### src/include/aofc_pkg.sv
// Package for the converter output formatting and configuration block
package aofc_pkg;
  localparam int          ADDR_W          = 5;
  localparam int          REG_W           = 11;
  localparam int          SAMPLE_W        = 14;
  localparam int          LANE_W          = 7;
  localparam int          FIFO_DEPTH      = 4;
  // Register offsets
  localparam logic [4:0]  REG_TIMING      = 5'h04;
  localparam logic [4:0]  REG_ORDER       = 5'h09;
  localparam logic [4:0]  REG_FORMAT      = 5'h0A;
  localparam logic [4:0]  REG_USER_LO     = 5'h0B;
  localparam logic [4:0]  REG_GAIN_USR_HI = 5'h0C;
  localparam logic [4:0]  REG_DRIVE       = 5'h0E;
  // Field positions
  localparam int          CLK_DELAY_BIT   = 8;
  localparam int          CAP_EDGE_BIT    = 9;
  localparam int          DATA_SHIFT_BIT  = 10;
  localparam int          BYTE_ORDER_BIT  = 10;
  localparam int          FORMAT_BIT      = 10;
  localparam int          PAT_LSB         = 5;
  localparam int          USER_LO_LSB     = 4;
  localparam int          USER_HI_LSB     = 0;
  localparam int          GAIN_LSB        = 8;
  localparam int          BOOST_DATA_BIT  = 0;
  localparam int          BOOST_CLK_BIT   = 1;
  localparam int          CURR_LSB        = 2;
  localparam int          CTERM_LSB       = 4;
  localparam int          DTERM_LSB       = 7;
  // Output clock delay step and test words
  localparam int          CLK_DELAY_PS    = 400;
  localparam logic [13:0] WORD_ZERO       = 14'h0000;
  localparam logic [13:0] WORD_ONES       = 14'h3FFF;
  localparam logic [13:0] WORD_TOGGLE_A   = 14'h2AAA;
  localparam logic [13:0] WORD_TOGGLE_B   = 14'h1555;
  // Driver current in quarter milliamps
  localparam logic [5:0]  CURR_QMA_00     = 6'h0E;
  localparam logic [5:0]  CURR_QMA_01     = 6'h0A;
  localparam logic [5:0]  CURR_QMA_10     = 6'h12;
  localparam logic [5:0]  CURR_QMA_11     = 6'h07;
  localparam logic [2:0]  GAIN_UNUSED     = 3'h7;

  typedef enum logic [2:0] {
    PAT_NORMAL = 3'b000,
    PAT_ZEROS  = 3'b001,
    PAT_ONES   = 3'b010,
    PAT_TOGGLE = 3'b011,
    PAT_RAMP   = 3'b100,
    PAT_USER   = 3'b101
  } aofc_pat_t;

  typedef struct packed {
    logic       clk_delay;
    logic       cap_falling;
    logic       data_shift;
    logic       byte_order;
    logic       straight_bin;
    logic [2:0] pat;
    logic [6:0] user_lo;
    logic [4:0] user_hi;
    logic [2:0] gain;
    logic [1:0] curr;
    logic       boost_data;
    logic       boost_clk;
    logic [2:0] dterm;
    logic [2:0] cterm;
  } aofc_cfg_t;

  typedef struct packed {
    logic [5:0] data_qma;
    logic [5:0] clk_qma;
    logic [2:0] data_term;
    logic [2:0] clk_term;
  } aofc_drive_t;
endpackage : aofc_pkg

### src/hdl/aofc_core.sv
// Output formatting, test patterns and configuration registers of the converter output port
`timescale 1ns/1ns
// What this block does
// - Timing bit 8 set delays the output clock by 400 ps; clear keeps default.
// - Edge bit 9 tells the receiver: 0 capture on rising, 1 on falling.
// - Shift bit 10 set moves every sample bus transition half an output clock later; DDR lane updates stay on both clock edges.
// - DDR with ordering 0: even bits on rising edge, odd bits on falling.
// - DDR with ordering 1: lower bits on rising edge, upper bits on falling.
// - Pattern 000 normal, 001 zeros, 010 ones; 110 and 111 not programmed.
// - Pattern 011 alternates 0x2AAA and 0x1555 on successive samples.
// - Pattern 100 ramps from 0x0000 up one code per sample to 0x3FFF.
// - Pattern 101 outputs the constant user pattern word.
// - Format bit 0 gives two's complement, 1 gives straight binary.
// - User low field, bits 10..4 of register 0B, is pattern bits 6..0.
// - User high field, bits 4..0 of register 0C, is pattern bits 11..7.
// - Current field: 00 3.5 mA, 01 2.5, 10 4.5, 11 1.75 mA.
// - Data boost bit doubles the data driver current.
// - Clock boost bit doubles the clock driver current.
// - Data termination codes: none, 300, 185, 115, 150, 100, 80, 65 ohms.
// - Clock termination uses the same code mapping as data termination.
// - Bit or byte ordering only matters with the DDR interface active.

module aofc_fifo #(
  parameter int W     = 14,
  parameter int DEPTH = 4
) (
  // Clock and reset
  input  wire logic         clk,
  input  wire logic         arst_n,
  // Fill side
  input  wire logic         in_valid,
  input  wire logic [W-1:0] in_data,
  output logic              in_ready,
  // Drain side
  output logic              out_valid,
  output logic [W-1:0]      out_data,
  input  wire logic         out_ready
);
  localparam int PW = (DEPTH > 1) ? $clog2(DEPTH) : 1;
  localparam int CW = $clog2(DEPTH + 1);

  logic [W-1:0]  mem [DEPTH];
  logic [PW-1:0] wr_ptr_q;
  logic [PW-1:0] rd_ptr_q;
  logic [CW-1:0] count_q;
  logic [CW-1:0] count_d;
  logic          ready_q;
  wire           push = in_valid && ready_q;
  wire           pop  = out_ready && (count_q != '0);

  assign count_d   = count_q + CW'(push) - CW'(pop);
  assign in_ready  = ready_q;
  assign out_valid = (count_q != '0);
  assign out_data  = mem[rd_ptr_q];

  always_ff @(posedge clk or negedge arst_n) begin
    if (!arst_n) begin
      wr_ptr_q <= '0;
      rd_ptr_q <= '0;
      count_q  <= '0;
      ready_q  <= 1'b0;
    end else begin
      wr_ptr_q <= push ? PW'((wr_ptr_q + 1'b1) % DEPTH) : wr_ptr_q;
      rd_ptr_q <= pop ? PW'((rd_ptr_q + 1'b1) % DEPTH) : rd_ptr_q;
      count_q  <= count_d;
      ready_q  <= (count_d != CW'(DEPTH));
    end
  end

  // Storage carries no reset, only data
  always_ff @(posedge clk) begin
    if (push) begin
      mem[wr_ptr_q] <= in_data;
    end
  end
endmodule : aofc_fifo

module aofc_core
  import aofc_pkg::*;
#(
  parameter int W     = SAMPLE_W,
  parameter int DEPTH = FIFO_DEPTH
) (
  // Clock and reset
  input  wire logic               clk,
  input  wire logic               arst_n,
  // Register port
  input  wire logic               wr_en,
  input  wire logic [ADDR_W-1:0]  wr_addr,
  input  wire logic [REG_W-1:0]   wr_data,
  input  wire logic               rd_en,
  input  wire logic [ADDR_W-1:0]  rd_addr,
  output logic [REG_W-1:0]        rd_data_q,
  // Conversion results, offset binary
  input  wire logic               conv_valid,
  input  wire logic [W-1:0]       conv_data,
  output logic                    conv_ready,
  // Sample clock pin and interface mode
  input  wire logic               sample_clk_pin,
  input  wire logic               ddr_mode,
  // Output port
  output logic [W-1:0]            sample_output_bus_q,
  output logic [LANE_W-1:0]       ddr_lane_q,
  output logic                    output_clock_pos_q,
  output logic                    clk_delay_q,
  output logic                    cap_falling_q,
  // Analog settings
  output logic [2:0]              gain_code_q,
  output aofc_drive_t             drive_q
);
  aofc_cfg_t cfg_q;
  logic      smp_s1_q;
  logic      smp_s2_q;
  logic      smp_s3_q;
  logic      ddr_s1_q;
  logic      ddr_s2_q;
  logic      tgl_q;
  logic [W-1:0] ramp_q;
  logic [W-1:0] word_d;
  logic [W-1:0] fifo_data;
  logic         fifo_valid;
  logic [W-1:0] last_conv_q;
  logic [LANE_W-1:0] lane_rise;
  logic [LANE_W-1:0] lane_fall;
  logic [REG_W-1:0]  rd_d;

  wire rise_tick = smp_s2_q && !smp_s3_q;
  wire fall_tick = !smp_s2_q && smp_s3_q;
  // Shift moves the word update to the falling half of the output clock
  wire upd_tick  = cfg_q.data_shift ? fall_tick : rise_tick;
  wire [W-1:0] conv_word = fifo_valid ? fifo_data : last_conv_q;
  // Source is offset binary, so two's complement only flips the sign bit
  wire [W-1:0] conv_fmt = cfg_q.straight_bin ? conv_word : {~conv_word[W-1], conv_word[W-2:0]};
  wire [11:0]  user_word = {cfg_q.user_hi, cfg_q.user_lo};

  // Test pattern select; unused codes fall back to conversion results
  always_comb begin
    case (cfg_q.pat)
      PAT_ZEROS:  word_d = W'(WORD_ZERO);
      PAT_ONES:   word_d = W'(WORD_ONES);
      PAT_TOGGLE: word_d = tgl_q ? W'(WORD_TOGGLE_B) : W'(WORD_TOGGLE_A);
      PAT_RAMP:   word_d = ramp_q;
      PAT_USER:   word_d = W'(user_word);
      default:    word_d = conv_fmt;
    endcase
  end

  // Stalled source when sample clock stops, so the queue truly fills
  aofc_fifo #(
    .W     (W),
    .DEPTH (DEPTH)
  ) u_fifo (
    .clk       (clk),
    .arst_n    (arst_n),
    .in_valid  (conv_valid),
    .in_data   (conv_data),
    .in_ready  (conv_ready),
    .out_valid (fifo_valid),
    .out_data  (fifo_data),
    .out_ready (upd_tick)
  );

  // Lane selection per bit pair
  for (genvar i = 0; i < LANE_W; i++) begin : g_lane
    assign lane_rise[i] = cfg_q.byte_order ? sample_output_bus_q[i] : sample_output_bus_q[2*i];
    assign lane_fall[i] = cfg_q.byte_order ? sample_output_bus_q[i+LANE_W] : sample_output_bus_q[2*i+1];
  end

  // Register readback, reserved bits read as zero
  // Fields widened before shifting so no bit is lost to a narrow operand
  wire [REG_W-1:0] rd_timing = (REG_W'(cfg_q.clk_delay) << CLK_DELAY_BIT) |
                               (REG_W'(cfg_q.cap_falling) << CAP_EDGE_BIT) |
                               (REG_W'(cfg_q.data_shift) << DATA_SHIFT_BIT);
  wire [REG_W-1:0] rd_order  = REG_W'(cfg_q.byte_order) << BYTE_ORDER_BIT;
  wire [REG_W-1:0] rd_format = (REG_W'(cfg_q.straight_bin) << FORMAT_BIT) | (REG_W'(cfg_q.pat) << PAT_LSB);
  wire [REG_W-1:0] rd_user   = REG_W'(cfg_q.user_lo) << USER_LO_LSB;
  wire [REG_W-1:0] rd_gain   = (REG_W'(cfg_q.gain) << GAIN_LSB) | (REG_W'(cfg_q.user_hi) << USER_HI_LSB);
  wire [REG_W-1:0] rd_drive  = (REG_W'(cfg_q.dterm) << DTERM_LSB) | (REG_W'(cfg_q.cterm) << CTERM_LSB) |
                               (REG_W'(cfg_q.curr) << CURR_LSB) | (REG_W'(cfg_q.boost_clk) << BOOST_CLK_BIT) |
                               (REG_W'(cfg_q.boost_data) << BOOST_DATA_BIT);
  assign rd_d = (rd_addr == REG_TIMING) ? rd_timing :
                (rd_addr == REG_ORDER) ? rd_order :
                (rd_addr == REG_FORMAT) ? rd_format :
                (rd_addr == REG_USER_LO) ? rd_user :
                (rd_addr == REG_GAIN_USR_HI) ? rd_gain :
                (rd_addr == REG_DRIVE) ? rd_drive :
                REG_W'(0);

  // Configuration writes; fixed-zero positions are simply not stored
  always_ff @(posedge clk or negedge arst_n) begin
    if (!arst_n) begin
      cfg_q <= '0;
    end else if (wr_en) begin
      if (wr_addr == REG_TIMING) begin
        cfg_q.clk_delay   <= wr_data[CLK_DELAY_BIT];
        cfg_q.cap_falling <= wr_data[CAP_EDGE_BIT];
        cfg_q.data_shift  <= wr_data[DATA_SHIFT_BIT];
      end else if (wr_addr == REG_ORDER) begin
        cfg_q.byte_order <= wr_data[BYTE_ORDER_BIT];
      end else if (wr_addr == REG_FORMAT) begin
        cfg_q.straight_bin <= wr_data[FORMAT_BIT];
        cfg_q.pat          <= wr_data[PAT_LSB +: 3];
      end else if (wr_addr == REG_USER_LO) begin
        cfg_q.user_lo <= wr_data[USER_LO_LSB +: 7];
      end else if (wr_addr == REG_GAIN_USR_HI) begin
        cfg_q.gain    <= wr_data[GAIN_LSB +: 3];
        cfg_q.user_hi <= wr_data[USER_HI_LSB +: 5];
      end else if (wr_addr == REG_DRIVE) begin
        cfg_q.dterm      <= wr_data[DTERM_LSB +: 3];
        cfg_q.cterm      <= wr_data[CTERM_LSB +: 3];
        cfg_q.curr       <= wr_data[CURR_LSB +: 2];
        cfg_q.boost_clk  <= wr_data[BOOST_CLK_BIT];
        cfg_q.boost_data <= wr_data[BOOST_DATA_BIT];
      end
    end
  end

  // Pin synchronisers and edge history
  always_ff @(posedge clk or negedge arst_n) begin
    if (!arst_n) begin
      smp_s1_q <= 1'b0;
      smp_s2_q <= 1'b0;
      smp_s3_q <= 1'b0;
      ddr_s1_q <= 1'b0;
      ddr_s2_q <= 1'b0;
    end else begin
      smp_s1_q <= sample_clk_pin;
      smp_s2_q <= smp_s1_q;
      smp_s3_q <= smp_s2_q;
      ddr_s1_q <= ddr_mode;
      ddr_s2_q <= ddr_s1_q;
    end
  end

  // Sample word path; an empty queue repeats the last result
  always_ff @(posedge clk or negedge arst_n) begin
    if (!arst_n) begin
      sample_output_bus_q <= '0;
      last_conv_q         <= '0;
      tgl_q               <= 1'b0;
      ramp_q              <= '0;
    end else if (upd_tick) begin
      sample_output_bus_q <= word_d;
      last_conv_q         <= conv_word;
      tgl_q               <= (cfg_q.pat == PAT_TOGGLE) ? !tgl_q : 1'b0;
      ramp_q              <= (cfg_q.pat == PAT_RAMP) ? ramp_q + 1'b1 : '0;
    end
  end

  // Output clock follows the sample clock; ordering only acts in DDR mode
  always_ff @(posedge clk or negedge arst_n) begin
    if (!arst_n) begin
      output_clock_pos_q <= 1'b0;
      ddr_lane_q         <= '0;
    end else begin
      output_clock_pos_q <= smp_s2_q;
      if (!ddr_s2_q) begin
        ddr_lane_q <= '0;
      end else if (rise_tick) begin
        ddr_lane_q <= lane_rise;
      end else if (fall_tick) begin
        ddr_lane_q <= lane_fall;
      end
    end
  end

  // Analog settings and status; the 400 ps step is done by the pad delay cell
  always_ff @(posedge clk or negedge arst_n) begin
    if (!arst_n) begin
      clk_delay_q   <= 1'b0;
      cap_falling_q <= 1'b0;
      gain_code_q   <= '0;
      drive_q       <= '0;
      rd_data_q     <= '0;
    end else begin
      clk_delay_q        <= cfg_q.clk_delay;
      cap_falling_q      <= cfg_q.cap_falling;
      gain_code_q        <= (cfg_q.gain == GAIN_UNUSED) ? 3'h0 : cfg_q.gain;
      drive_q.data_qma   <= base_qma(cfg_q.curr) << cfg_q.boost_data;
      drive_q.clk_qma    <= base_qma(cfg_q.curr) << cfg_q.boost_clk;
      drive_q.data_term  <= cfg_q.dterm;
      drive_q.clk_term   <= cfg_q.cterm;
      rd_data_q          <= rd_en ? rd_d : rd_data_q;
    end
  end

  function automatic logic [5:0] base_qma(input logic [1:0] code);
    case (code)
      2'b00:   base_qma = CURR_QMA_00;
      2'b01:   base_qma = CURR_QMA_01;
      2'b10:   base_qma = CURR_QMA_10;
      default: base_qma = CURR_QMA_11;
    endcase
  endfunction : base_qma
endmodule : aofc_core

### config.mk
export PLATFORM = sky130hd
export DESIGN_NAME = aofc_core
export DESIGN_NICKNAME = d
export VERILOG_FILES = /design/src/include/aofc_pkg.sv /design/src/hdl/aofc_core.sv
export SDC_FILE = /design/constraint.sdc
export NUM_CORES = 1
export LEC_CHECK = 0
export BUFFER_PORTS_ARGS = -buffer_cell sky130_fd_sc_hd__clkbuf_2
export CAP_MARGIN = 20
export CELL_PAD_IN_SITES_DETAIL_PLACEMENT = 1
export CELL_PAD_IN_SITES_GLOBAL_PLACEMENT = 1
export CORE_MARGIN = 2
export CORE_UTILIZATION = 45
export DETAILED_ROUTE_END_ITERATION = 12
export PLACE_DENSITY_LB_ADDON = 0.1
export SETUP_SLACK_MARGIN = 0.1
export SLEW_MARGIN = 20
export SYNTH_ARGS = -nofsm -noshare
export SYNTH_HDL_FRONTEND = slang
export SYNTH_SLANG_ARGS = --single-unit
### constraint.sdc
create_clock -name clk -period 4.15 [get_ports clk]
set_clock_uncertainty 0.05 [all_clocks]
set_input_delay 0.2075 -clock clk [delete_from_list [all_inputs] [get_ports clk]]
set_output_delay 0.2075 -clock clk [all_outputs]
set_load 0.02 [all_outputs]
## After elaboration in Yosys (flattened, before gate mapping)

Memory sizes are Yosys's and may differ from the RTL's.
Index checks and enable logic that the tools add are counted.

- $add $sub $neg: 5
- Equality and inequality tests: 22
- Shift operators: 2
- Mux-type cells: 32
- Bitwise gates (word level): 14
- Reduce and logical (&&, ||, !) cells: 15

Operators with widths:

| operator | count |
|---|---|
| $pmux W14 S5 | 1 |
| $mux W14 | 4 |
| $mux W11 | 5 |
| $eq A5 B4 Y1 const B | 10 |
| $mux W7 | 3 |
| $mux W1 | 16 |
| $pmux W5 S3 | 1 |
| $add A14 B1 Y14 const B | 1 |
| $shl A6 B1 Y6 | 2 |
| $or A10 B11 Y11 | 1 |
| $or A11 B5 Y11 | 1 |
| $or A11 B8 Y11 | 1 |
| $eq A5 B3 Y1 const B | 2 |
| $mux W10 | 1 |
| $or A10 B1 Y10 | 1 |
| $or A10 B2 Y10 | 1 |
| $or A10 B4 Y10 | 1 |
| $or A10 B7 Y10 | 1 |
| $or A9 B10 Y10 | 1 |
| $eq A3 B3 Y1 const B | 3 |
| $reduce_and A7 Y1 | 1 |
| $eq A3 B2 Y1 const B | 2 |
| $not A1 Y1 | 6 |
| $reduce_and A6 Y1 | 1 |
| 17 further kinds | 23 |

- Bits in registers: 130
- Memory bits (writable): 56
- Bits of input ports: 42
- Output and inout port bits: 57
- Memories: 1

Memories:

| name | depth | bits a word | read ports | clocked after memory_dff | write ports | line | source |
|---|---|---|---|---|---|---|---|
| u_fifo.mem | 4 | 14 | 1 | 0 | 1 | aofc_core.sv:42 | `logic [W-1:0] mem [DEPTH];` |

## Logic depth before layout (Yosys ltp)

Gate-level depths: netlist of run 1.

- Depth after elaboration: 10
- Gate-level depth with buffers: 13

## Cells and area by module

From an unflattened synthesis of run 1, not the netlist that was laid out.

- Cells, all modules: 597
- Area total of the unflattened synthesis: 8119.0 µm²

Modules (own cells, without submodules):

| module | times used | cells each | area an instance (µm²) | seq. area each (µm²) |
|---|---|---|---|---|
| aofc_core | 1 | 489 | 5629.1 | 3052.9 |
| aofc_fifo | 1 | 108 | 2489.9 | 1881.8 |

## Least setup slack after synthesis of run 1

Ideal clock, no wire load.

- Kind: flip-flop to flip-flop
- Start: register, netlist name output_clock_pos_q
- End: register u_fifo.ready_q, in the netlist u_fifo.in_ready
- Library setup time: 0.125 ns
- Data arrival time: 2.636 ns
- Data required time: 3.975 ns
- Setup slack: 1.339 ns
- Stages on the path, launching flop included: 14
- Path buffers: 3
- Path through: dfrtp_1 buf_6 or3b_1 and2_1 buf_6 nor2_8 buf_12 ha_1 inv_1 ha_1 fa_1 xnor2_1 xnor2_1 nand2_1

RTL lines:

| what | line | source |
|---|---|---|
| to (signal assigned) | aofc_core.sv:66 | `ready_q <= (count_d != CW'(DEPTH));` |
| to (decl) | aofc_core.sv:47 | `logic ready_q;` |

==> reports/results.env, run 1 <==
STATUS='finished, final reports clean'
WORST_SLACK_NS=1.234
POSTSYNTH.TOPFLOPCELL='sky130_fd_sc_hd__dfrtp_1'
CAP_VIOLATIONS=0
FMAXACHIEVABLE_GHz=0.3430
DRIVE_ABOVE_1_SHARE_PCT=30.24
PLACE.GP.CONGESTION=0.8506
UNREPAIRED_SETUP_ENDPOINTS_AFTER_GLOBAL_ROUTING='no'
CTS_MADE_BUFFERS=17
CLKLATENCYLATEPIN_NS=0.43
WORST-SETUP-PATH-TYPE='reg2reg'
FINAL_PERIOD_MINUS_WORST_SETUP_SLACK_NS=2.916
HTREE_LEVELS=4
SYNTH.NET_COUNT=645
MULTI_INPUT_AREA_UM2=2939
SYNTH_COMMON_CELLS='130 x sky130_fd_sc_hd__dfrtp_1, 56 x sky130_fd_sc_hd__edfxtp_1, 55 x sky130_fd_sc_hd__mux2_2'
PLACE.PORT_BUFFERS=98
NUMCLOCKSINKS=186
GROUTE.USAGE.OVERALL_PCT=20.55
ANTENNA_FOUND_INITIAL=0
CTS_TREE='yes'
ANTENNADIODECOUNT=0
PEAKVDDDROP_mV=0.3440
NUMBER_OF_ENABLE_FLIP_FLOP_CELLS_AFTER_SYNTHESIS=56
CRIT_PATH_END_KIND='register'
SYNTH.AVG_CELL_AREA_UM2=13.72
PIN_COUNT_OF_THE_BIGGEST_NET_ENTERING_GLOBAL_ROUTING=129
CP-START-KIND='register'
SYNTH-SEQ-AREA-SHARE_PCT=60.86
GRT_PASS1_VIAS=5456
DIE_W_UM=138.2
LAYOUT-AREA-OVERHEAD-VS-SYNTH_PCT=18.02
CTS-ROOT-BUF='sky130_fd_sc_hd__clkbuf_16'
FIRST_ITER_VIOLATIONS=215
FINISH.NET_COUNT=762
FILLERINSTANCES=1801
FINAL_ANTENNA_NET_COUNT=0
DRT-PASS1-ITER-COUNT=4
DIEAREA_UM2=19110
VIASPERCELL=5.509
GRT_PASS1_WL_UM=30820
FINALNONFILLERCELLS=950
CTS_BUFFER_DEPTH=2
MIN-DELAY-PATH-CLASS='in2reg'
PIN_COUNT=99
R2R_SLACK_NS=1.23
FINALSETUPVIOLATIONS=0
POST_CTS.REPAIR.SETUP_BUFFERS=0
AREA_SHARE_OF_THE_LARGEST_CELL_TYPE_AFTER_SYNTHESIS_PCT=40.12
YS_TYPES=60
HPWL_UM=12990
SYNTH-SEQ-CELLS=186
COMBINED_FLIP_FLOP_AND_LATCH_CELL_AREA_UM2=4935
YS.WARNINGS.COUNT=0
TIMING.CRITICAL_PATH.ARRIVAL_NS=3.18
TOTAL_POWER_mW=5.852
SYNTH.TOP_CELLS.BY_AREA='sky130_fd_sc_hd__dfrtp_1 40%, sky130_fd_sc_hd__edfxtp_1 21%, sky130_fd_sc_hd__mux2_2 7.6%'
TIMING.MAX_SLEW.REL_SLACK_PCT=35.77
VIAS=5234
TIMING.SETUP.TNS_NS=0
PLACE.DETAILED.INSTANCES=893
HOLD_VIOL=0
REQUIRED_NS=4.42
ROUTED_WIRELENGTH_UM=18940
DRT-WIRELENGTH-PER-CELL_UM=19.93
YOSYSMOSTFREQUENTCELL='sky130_fd_sc_hd__dfrtp_1'
CTS_REPAIR_RESIZE_COUNT=0
GLOBALROUTEOVERFLOWTOTAL=0
CORE.ROWCOUNT=49
POST-ROUTE-PERIOD-UTIL_PCT=70.26
CTS_HOLD_REPAIR.BUFFERS=25
SYNTH_TOP_CELL_BY_AREA='sky130_fd_sc_hd__dfrtp_1'
CELLPOWERDENSITY_nW_PER_UM2=611.6
LEAKAGE_POWER_OF_THE_DESIGN_nW=4.017
YS_ASYNC_SR_FRACTION_PCT=69.89
CORE_REGION_AREA_UM2=17840
MAX_SLEW.WORST_PIN.SLEW_NS=0.9635
INITIAL_CORE_UTIL_PCT=45.44
CRIT_FANOUT=17
TIMING_MAX_TRANSITION_VIOLATIONS_FINAL=0
DP_SLACK_NS=1.285
SYNTHESIZED_INSTANCE_COUNT=591
CLK_TRANSITION_REPORTED_PATHS_NS=0.07
SYNTH.CELL_AREA_UM2=8108
DIE_HEIGHT_UM=138.2
DRCVIOLATIONCOUNT=0
## layout by cell type (no fill, tap or decap), types with 17 or more instances in the layout
master and instances:
sky130_fd_sc_hd__a21oi_1 20, sky130_fd_sc_hd__mux2_2 55, sky130_fd_sc_hd__dfrtp_1 130, sky130_fd_sc_hd__nor2_1 27, sky130_fd_sc_hd__inv_1 19, sky130_fd_sc_hd__o21ai_0 24, sky130_fd_sc_hd__dlygate4sd3_1 25, sky130_fd_sc_hd__clkbuf_16 17
sky130_fd_sc_hd__clkbuf_2 97, sky130_fd_sc_hd__mux4_2 19, sky130_fd_sc_hd__edfxtp_1 56, sky130_fd_sc_hd__nand2_1 33
## sequential cells by signal, summed over array words and instances (netlist names), 3 cells and up
name and flops:
last_conv_q 14, sample_output_bus_q 14, u_fifo.mem 56, u_fifo.count_q 3, ramp_q 14, gain_code_q 3, rd_data_q 11, ddr_lane_q 7
drive_q 18, cfg_q 33
## final timing paths
check	to	cells past startpoint	start
worst max-delay path	u_fifo.in_ready	10	output_clock_pos_q
worst min-delay path	cfg_q[23]	2	wr_data[9]
worst max register to register	u_fifo.in_ready	10	output_clock_pos_q
worst min register to register	ddr_s2_q	0	ddr_s1_q
max in group asynchronous	clk_delay_q	3	arst_n
min in group asynchronous	ddr_s1_q	2	arst_n
## report_power, final
group	internal, mW	switching, mW
clock	0.790	0.756
combinational	0.747	0.848
sequential	2.31	0.397
## worst max-delay path, stage by stage (launching register included)
cell and delay [ns]:
sky130_fd_sc_hd__dfrtp_1 0.53, sky130_fd_sc_hd__or3b_1 0.46, sky130_fd_sc_hd__and2_1 0.22, sky130_fd_sc_hd__nor2_8 0.28
sky130_fd_sc_hd__ha_1 0.19, sky130_fd_sc_hd__inv_1 0.04, sky130_fd_sc_hd__ha_1 0.19, sky130_fd_sc_hd__fa_1 0.37
sky130_fd_sc_hd__xnor2_1 0.21, sky130_fd_sc_hd__xnor2_1 0.17, sky130_fd_sc_hd__nand2_1 0.07
## through the flow
stage	hold WS, ns	cell area (µm²)	utilization [%]
final	0.03724	9569	53.64
after floorplan	-0.1381	8108	-
after global placement	-0.04434	8756	49.08
after CTS	0.02442	9565	53.62
after detailed placement	-0.04201	8756	49.08
after global routing	0.03468	9569	53.64
## cells by family (layout without fill, tap and decap cells)
group           Yosys count  in the layout  synth area share [%]
xor+xnor                 13             13                 1.404
compound gates          113            113                 9.028
fa+ha+maj                12             12                 1.944
simple gates            130            130                 8.827
mux                      90             90                 15.00
flops                   186            186                 60.86
buf+inv                  47            177                 2.932
## layout make-up
class	instances	share of cell area, %
Inverter	19	0.7453
Sequential cell	186	51.57
Clock buffer	17	4.446
Tap cell	229	2.994
Clock inverter	15	1.399
Multi-Input combinational cell	358	30.71
Timing Repair Buffer	126	8.133
## routing by layer
layer / global-route usage, % / vias to the layer above / wire length, µm
met5: 0 / - / 0
met4: 5.800 / 0 / 257
met3: 3.637 / 21 / 561
met2: 33.48 / 112 / 9338
met1: 28.71 / 2680 / 8779
li1: - / 2421 / -
(Power assumes the default switching activity.)
==> inputs of run 2 (changes only) <==
- clock period: 4.15 -> 2.8 ns (I/O delays scaled with it)
==> run 2 against run 1 <==
Effect of this change: register-to-register slack worse by 1.0 ns; utilization up 1.0 points; wire length up 2.9%; die area unchanged; hold slack better by 0.044 ns; maximum frequency up 12%; flip-flop and latch count unchanged; clock-buffer cell count unchanged; critical path type unchanged.
==> reports/results.env, run 2 (same netlist as run 1, synthesis figures left out) <==
HPWL_UM=14000
ANTENNADIODECOUNT=0
FMAXACHIEVABLE_GHz=0.3855
LARGEST_REG_FLOPS=56
TIMING_MAX_TRANSITION_VIOLATIONS_FINAL=0
TOP_REGS='u_fifo.mem x56, cfg_q x33, drive_q x18'
CLKLATENCYLATEPIN_NS=0.43
CAP_VIOLATIONS=0
CORE.ROWCOUNT=49
CLK_TRANSITION_REPORTED_PATHS_NS=0.07
POST-ROUTE-PERIOD-UTIL_PCT=92.63
CRITPATHLAUNCH='cfg_q[30]'
TIMING.CRITICAL_PATH.ARRIVAL_NS=2.86
CTS_BUFFER_DEPTH=2
NUMCLOCKSINKS=186
HOLD_VIOL=0
DIEAREA_UM2=19110
HTREE_LEVELS=4
MAX_FLOP_REGISTER='u_fifo.mem'
VIAS=5323
WORSTREG2REGSTART='cfg_q[30]'
TIMING.SETUP.TNS_NS=0
MAX_SLEW.WORST_PIN.SLEW_NS=0.8226
DRIVE_ABOVE_1_SHARE_PCT=31.93
PIN_COUNT_OF_THE_BIGGEST_NET_ENTERING_GLOBAL_ROUTING=83
FINAL_ANTENNA_NET_COUNT=0
ROUTED_WIRELENGTH_UM=19490
DESIGN_AREA_UM2=9754
FINALCOREUTILIZATION_PCT=54.67
VIASPERCELL=5.516
FINALSETUPVIOLATIONS=0
FINISH.NET_COUNT=777
TIMING.MAX_SLEW.REL_SLACK_PCT=45.16
WORST-SETUP-PATH-TYPE='reg2reg'
CTS-ROOT-BUF='sky130_fd_sc_hd__clkbuf_16'
MIN-DELAY-PATH-CLASS='in2reg'
PEAKVDDDROP_mV=0.5242
GLOBALROUTEOVERFLOWTOTAL=0
LAYOUT-AREA-OVERHEAD-VS-SYNTH_PCT=20.31
CORE_REGION_AREA_UM2=17840
CP.BUFFERS_INVERTERS=1
CRITICAL_PATH.TOP_DELAY_FAMILY='simple AND/OR/NAND/NOR gates'
GROUTE.USAGE.OVERALL_PCT=21.24
LAYOUT_COMMON_CELLS='129 x sky130_fd_sc_hd__dfrtp_1, 97 x sky130_fd_sc_hd__clkbuf_2, 56 x sky130_fd_sc_hd__edfxtp_1, 55 x sky130_fd_sc_hd__mux2_2, 33 x sky130_fd_sc_hd__nand2_1'
CRITICAL_PATH.CELL_CHAIN='or3b_1, and2_2, nor2_8, ha_4, inv_2, ha_4, fa_2, xnor2_2, xnor2_2, nand2_1'
GRT_PASS1_VIAS=5810
WORSTHOLDSTART='rd_en'
PLACE.PORT_BUFFERS=98
CTS_TREE='yes'
SLOWEST_DELAY_NS=0.42
CELLPOWERDENSITY_nW_PER_UM2=918.3
DRT-PASS1-ITER-COUNT=4
INITIAL_CORE_UTIL_PCT=45.44
LEAKAGE_POWER_OF_THE_DESIGN_nW=4.106
TOTAL_POWER_mW=8.958
CP-START-KIND='register'
MOST_COMMON_LIBRARY_CELL_IN_THE_LAYOUT_IGNORING_FILL_AND_TAPS='sky130_fd_sc_hd__dfrtp_1'
FIRST_ITER_VIOLATIONS=196
UNREPAIRED_SETUP_ENDPOINTS_AFTER_GLOBAL_ROUTING='no'
STATUS='finished, final reports clean'
GRT_PASS1_WL_UM=31680
REQUIRED_NS=3.06
DRCVIOLATIONCOUNT=0
PIN_COUNT=99
FINAL_PERIOD_MINUS_WORST_SETUP_SLACK_NS=2.594
DIE_W_UM=138.2
CRIT_PATH_END_KIND='register'
TIMING.HOLD.WS_NS=0.08164
DIE_HEIGHT_UM=138.2
CTS_MADE_BUFFERS=17
PLACE.GP.CONGESTION=0.8094
ANTENNA_FOUND_INITIAL=0
POST_DP_CELL_AREA_UM2=8855
DRT-WIRELENGTH-PER-CELL_UM=20.19
R2R_SLACK_NS=0.21
LIBRARY_CELL_CONTRIBUTING_THE_LARGEST_SINGLE_DELAY_ON_THE_CRITICAL_PATH='sky130_fd_sc_hd__dfrtp_1'
CRIT_FANOUT=4
run 2: cell types whose count changed in the layout (fill, tap and decap cells not counted), sizes merged:
cell	change
clkinvlp	-1
dlygate4sd3	+4
clkinv	-1
bufinv	+2
buf	+11
run 2: layer usage:
metal | track usage (%) | share of wire (%) | up-vias | wire [µm]
li1 | - | - | 2456 | -
met1 | 27.37 | 44 | 2741 | 8628
met2 | 36.56 | 51 | 101 | 10010
met3 | 3.706 | 2.5 | 25 | 483
met4 | 7.358 | 1.9 | 0 | 368
met5 | 0 | 0 | - | 0
run 2: power breakdown:
part	total [mW]	internal, mW	switching, mW
combinational	2.59	1.19	1.40
clock	2.43	1.33	1.10
sequential	3.93	3.43	0.501
total	8.96	5.96	3.00
run 2: path summary, 6_finish.rpt:
check                             endpoint  cells past startpoint
max                        u_fifo.in_ready                     10
min                           rd_data_q[9]                      2
max in group asynchronous        cfg_q[22]                      3
max reg2reg                u_fifo.in_ready                     10
min in group asynchronous    ddr_lane_q[3]                      2
min reg2reg                       ddr_s2_q                      0
run 2: layout make-up:
| cell class | count | area (µm²) |
|---|---|---|
| fillers | 1800 | 8087 |
| flip-flops and latches | 186 | 4936 |
| multi-input cells | 358 | 2979 |
| repair buffers | 141 | 892.1 |
| clock buffers | 17 | 425.4 |
| well taps | 229 | 286.5 |
| clock inverters | 15 | 163.9 |
| inverters | 19 | 71.32 |
run 2: stage by stage:
step                setup WS, ns  std cells
CTS                       0.1143        964
detailed placement        0.1434        903
finish                    0.2063        965
floorplan                0.04148        591
global placement          0.2744        903
global route              0.1218        965
run 2: timing repair:
| action | 4_1_cts | 5_1_grt |
|---|---|---|
| hold endpoints to repair | 166 | 0 |
| gates resized for setup | 1 | 1 |
| hold buffers | 29 | 0 |
| endpoints found under the setup margin | 1 | 1 |
| gates cloned | 0 | 0 |
| buffers inserted | 0 | 1 |
==> inputs of run 3 (changes only) <==
- CORE_MARGIN: 2 -> 4
==> run 3 against run 2 <==
Effect of this change: maximum frequency increased by 4.4%; sequential power hardly changed; setup slack better by 0.11 ns; clock-buffer cell count grew 1; wire length is 0.32% higher; sequential share of layout area rose by 0.29 points; combinational power is 2% lower; total power is 1.9% lower; clock power decreased by 6%; critical path type unchanged.
==> reports/results.env, run 3 (same netlist as run 1, synthesis figures left out) <==
STATUS='finished, final reports clean'
FIRST_ITER_VIOLATIONS=255
HTREE_LEVELS=4
R2R_SLACK_NS=0.32
TIMING.HOLD.WS_NS=0.03177
REQUIRED_NS=3.07
CRITICAL_PATH_CELL_COUNT=10
TOTAL_POWER_mW=8.784
TIMING.HOLD.WORST_PATH_DEPTH=2
MOST_COMMON_LIBRARY_CELL_IN_THE_LAYOUT_IGNORING_FILL_AND_TAPS='sky130_fd_sc_hd__dfrtp_1'
WORSTHOLDENDPOINT='cfg_q[30]'
FINAL_PERIOD_MINUS_WORST_SETUP_SLACK_NS=2.484
CORE_REGION_AREA_UM2=17480
LEAKAGE_POWER_OF_THE_DESIGN_nW=4.088
CP.BUFFERS_INVERTERS=1
NUMCLOCKSINKS=186
FINALNONFILLERCELLS=959
INITIAL_CORE_UTIL_PCT=46.39
CRITICAL-PATH-TOP-CELL-BY-COUNT='sky130_fd_sc_hd__ha_4'
GLOBALROUTEOVERFLOWTOTAL=0
TOP_REGS='u_fifo.mem x56, cfg_q x33, drive_q x18'
ROUTED_WIRELENGTH_UM=19550
POST_CTS.REPAIR.SETUP_BUFFERS=0
CTS-ROOT-BUF='sky130_fd_sc_hd__clkbuf_16'
CTS_BUFFER_DEPTH=2
FMAXACHIEVABLE_GHz=0.4026
PLACE.GP.CONGESTION=0.7892
R2R.WORST_PATH.CELLS=10
PLACE.PORT_BUFFERS=98
DESIGN_AREA_UM2=9698
LAYOUT_COMMON_CELLS='129 x sky130_fd_sc_hd__dfrtp_1, 97 x sky130_fd_sc_hd__clkbuf_2, 56 x sky130_fd_sc_hd__edfxtp_1, 55 x sky130_fd_sc_hd__mux2_2, 33 x sky130_fd_sc_hd__nand2_1'
FINISH.NET_COUNT=775
WORSTREG2REGSTART='cfg_q[30]'
CRITICAL_PATH.CELL_CHAIN='or3b_1, and2_1, nor2_8, ha_4, inv_2, ha_4, fa_2, xnor2_2, xnor2_1, nand2_1'
ANTENNADIODECOUNT=0
MIN-DELAY-PATH-CLASS='in2reg'
DRCVIOLATIONCOUNT=0
ANTENNA_FOUND_INITIAL=0
DRT-WIRELENGTH-PER-CELL_UM=20.38
CRIT_PATH_END_KIND='register'
CRITICAL_PATH.TOP_DELAY_FAMILY='simple AND/OR/NAND/NOR gates'
VIASPERCELL=5.498
TIMING_MAX_TRANSITION_VIOLATIONS_FINAL=0
DIE_HEIGHT_UM=142.2
GRT_PASS1_WL_UM=31970
TIMING.CRITICAL_PATH.ARRIVAL_NS=2.75
DRIVE_ABOVE_1_SHARE_PCT=31.61
CORE.ROWCOUNT=48
CELLPOWERDENSITY_nW_PER_UM2=905.7
WORSTHOLDSTART='wr_data[10]'
SLOWEST_DELAY_NS=0.41
CTS_MADE_BUFFERS=17
DIEAREA_UM2=20230
CRITPATHLAUNCH='cfg_q[30]'
FINALSETUPVIOLATIONS=0
UNREPAIRED_SETUP_ENDPOINTS_AFTER_GLOBAL_ROUTING='no'
HOLD_VIOL=0
DRT-PASS1-ITER-COUNT=4
PIN_COUNT_OF_THE_BIGGEST_NET_ENTERING_GLOBAL_ROUTING=79
FILLERINSTANCES=1782
LIBRARY_CELL_CONTRIBUTING_THE_LARGEST_SINGLE_DELAY_ON_THE_CRITICAL_PATH='sky130_fd_sc_hd__dfrtp_1'
FINAL_ANTENNA_NET_COUNT=0
HPWL_UM=14190
LARGEST_REG_FLOPS=56
PEAKVDDDROP_mV=0.5265
DIE_W_UM=142.2
MAX_FLOP_REGISTER='u_fifo.mem'
POST_DP_CELL_AREA_UM2=8862
TIMING.MAX_SLEW.REL_SLACK_PCT=46.58
MAX_SLEW.WORST_PIN.SLEW_NS=0.7965
CLKLATENCYLATEPIN_NS=0.43
CTS_REPAIR_RESIZE_COUNT=0
CTS_TREE='yes'
PLACE.DETAILED.INSTANCES=899
CAP_VIOLATIONS=0
GROUTE.USAGE.OVERALL_PCT=20.41
WORST-SETUP-PATH-TYPE='reg2reg'
CRITICAL_PATH.REG2REG.ENDPOINT='u_fifo.in_ready'
GRT_PASS1_VIAS=5694
TIMING.SETUP.TNS_NS=0
CP-START-KIND='register'
VIAS=5273
CRIT_FANOUT=4
PIN_COUNT=99
POST-ROUTE-PERIOD-UTIL_PCT=88.71
CLK_TRANSITION_REPORTED_PATHS_NS=0.07
LAYOUT-AREA-OVERHEAD-VS-SYNTH_PCT=19.61
==> run 3: worst max-delay path by stage <==
stage                      end  slack, ns
6_report       u_fifo.in_ready       0.32
5_1_grt        u_fifo.in_ready       0.17
4_1_cts        u_fifo.in_ready       0.29
3_5_place_dp   u_fifo.in_ready       0.31
3_3_place_gp   u_fifo.in_ready       0.36
2_1_floorplan  u_fifo.in_ready       0.04
==> run 3: cell type report <==
cell class	count	area, µm²	share of cell area [%]
Tap cell	225	281.5	2.903
Clock buffer	18	429.2	4.425
Sequential cell	186	4936	50.90
Clock inverter	14	126.4	1.303
Multi-Input combinational cell	358	2970	30.63
Inverter	19	71.32	0.7354
Timing Repair Buffer	139	883.3	9.109
==> run 3: metal layers <==
layer / up-vias / part of all wire [%] / track usage (%)
li1: 2455 / - / -
met1: 2695 / 44 / 27.56
met2: 111 / 51 / 34.46
met3: 12 / 3.7 / 4.099
met4: 0 / 0.87 / 4.444
met5: - / 0 / 0
==> run 3: report_power, final <==
part	switching, mW	total [mW]	internal (mW)	leakage [nW]
Sequential	0.508	3.94	3.43	2.16
Combinational	1.38	2.55	1.18	1.66
Clock	1.11	2.29	1.18	0.270
Total	3.00	8.78	5.79	4.09
==> run 3: per-stage QoR <==
| stage | setup slack [ns] | utilization (%) |
|---|---|---|
| floorplan | 0.04148 | - |
| global placement | 0.3647 | 50.71 |
| detailed placement | 0.3055 | 50.71 |
| CTS | 0.2909 | 55.49 |
| global route | 0.1700 | 55.49 |
| finish | 0.3160 | 55.49 |
==> run 3: repair_timing <==
item                       in CTS  in global routing
hold buffers                   28                  0
setup endpoints to repair       0                  0
hold endpoints to repair      120                  0
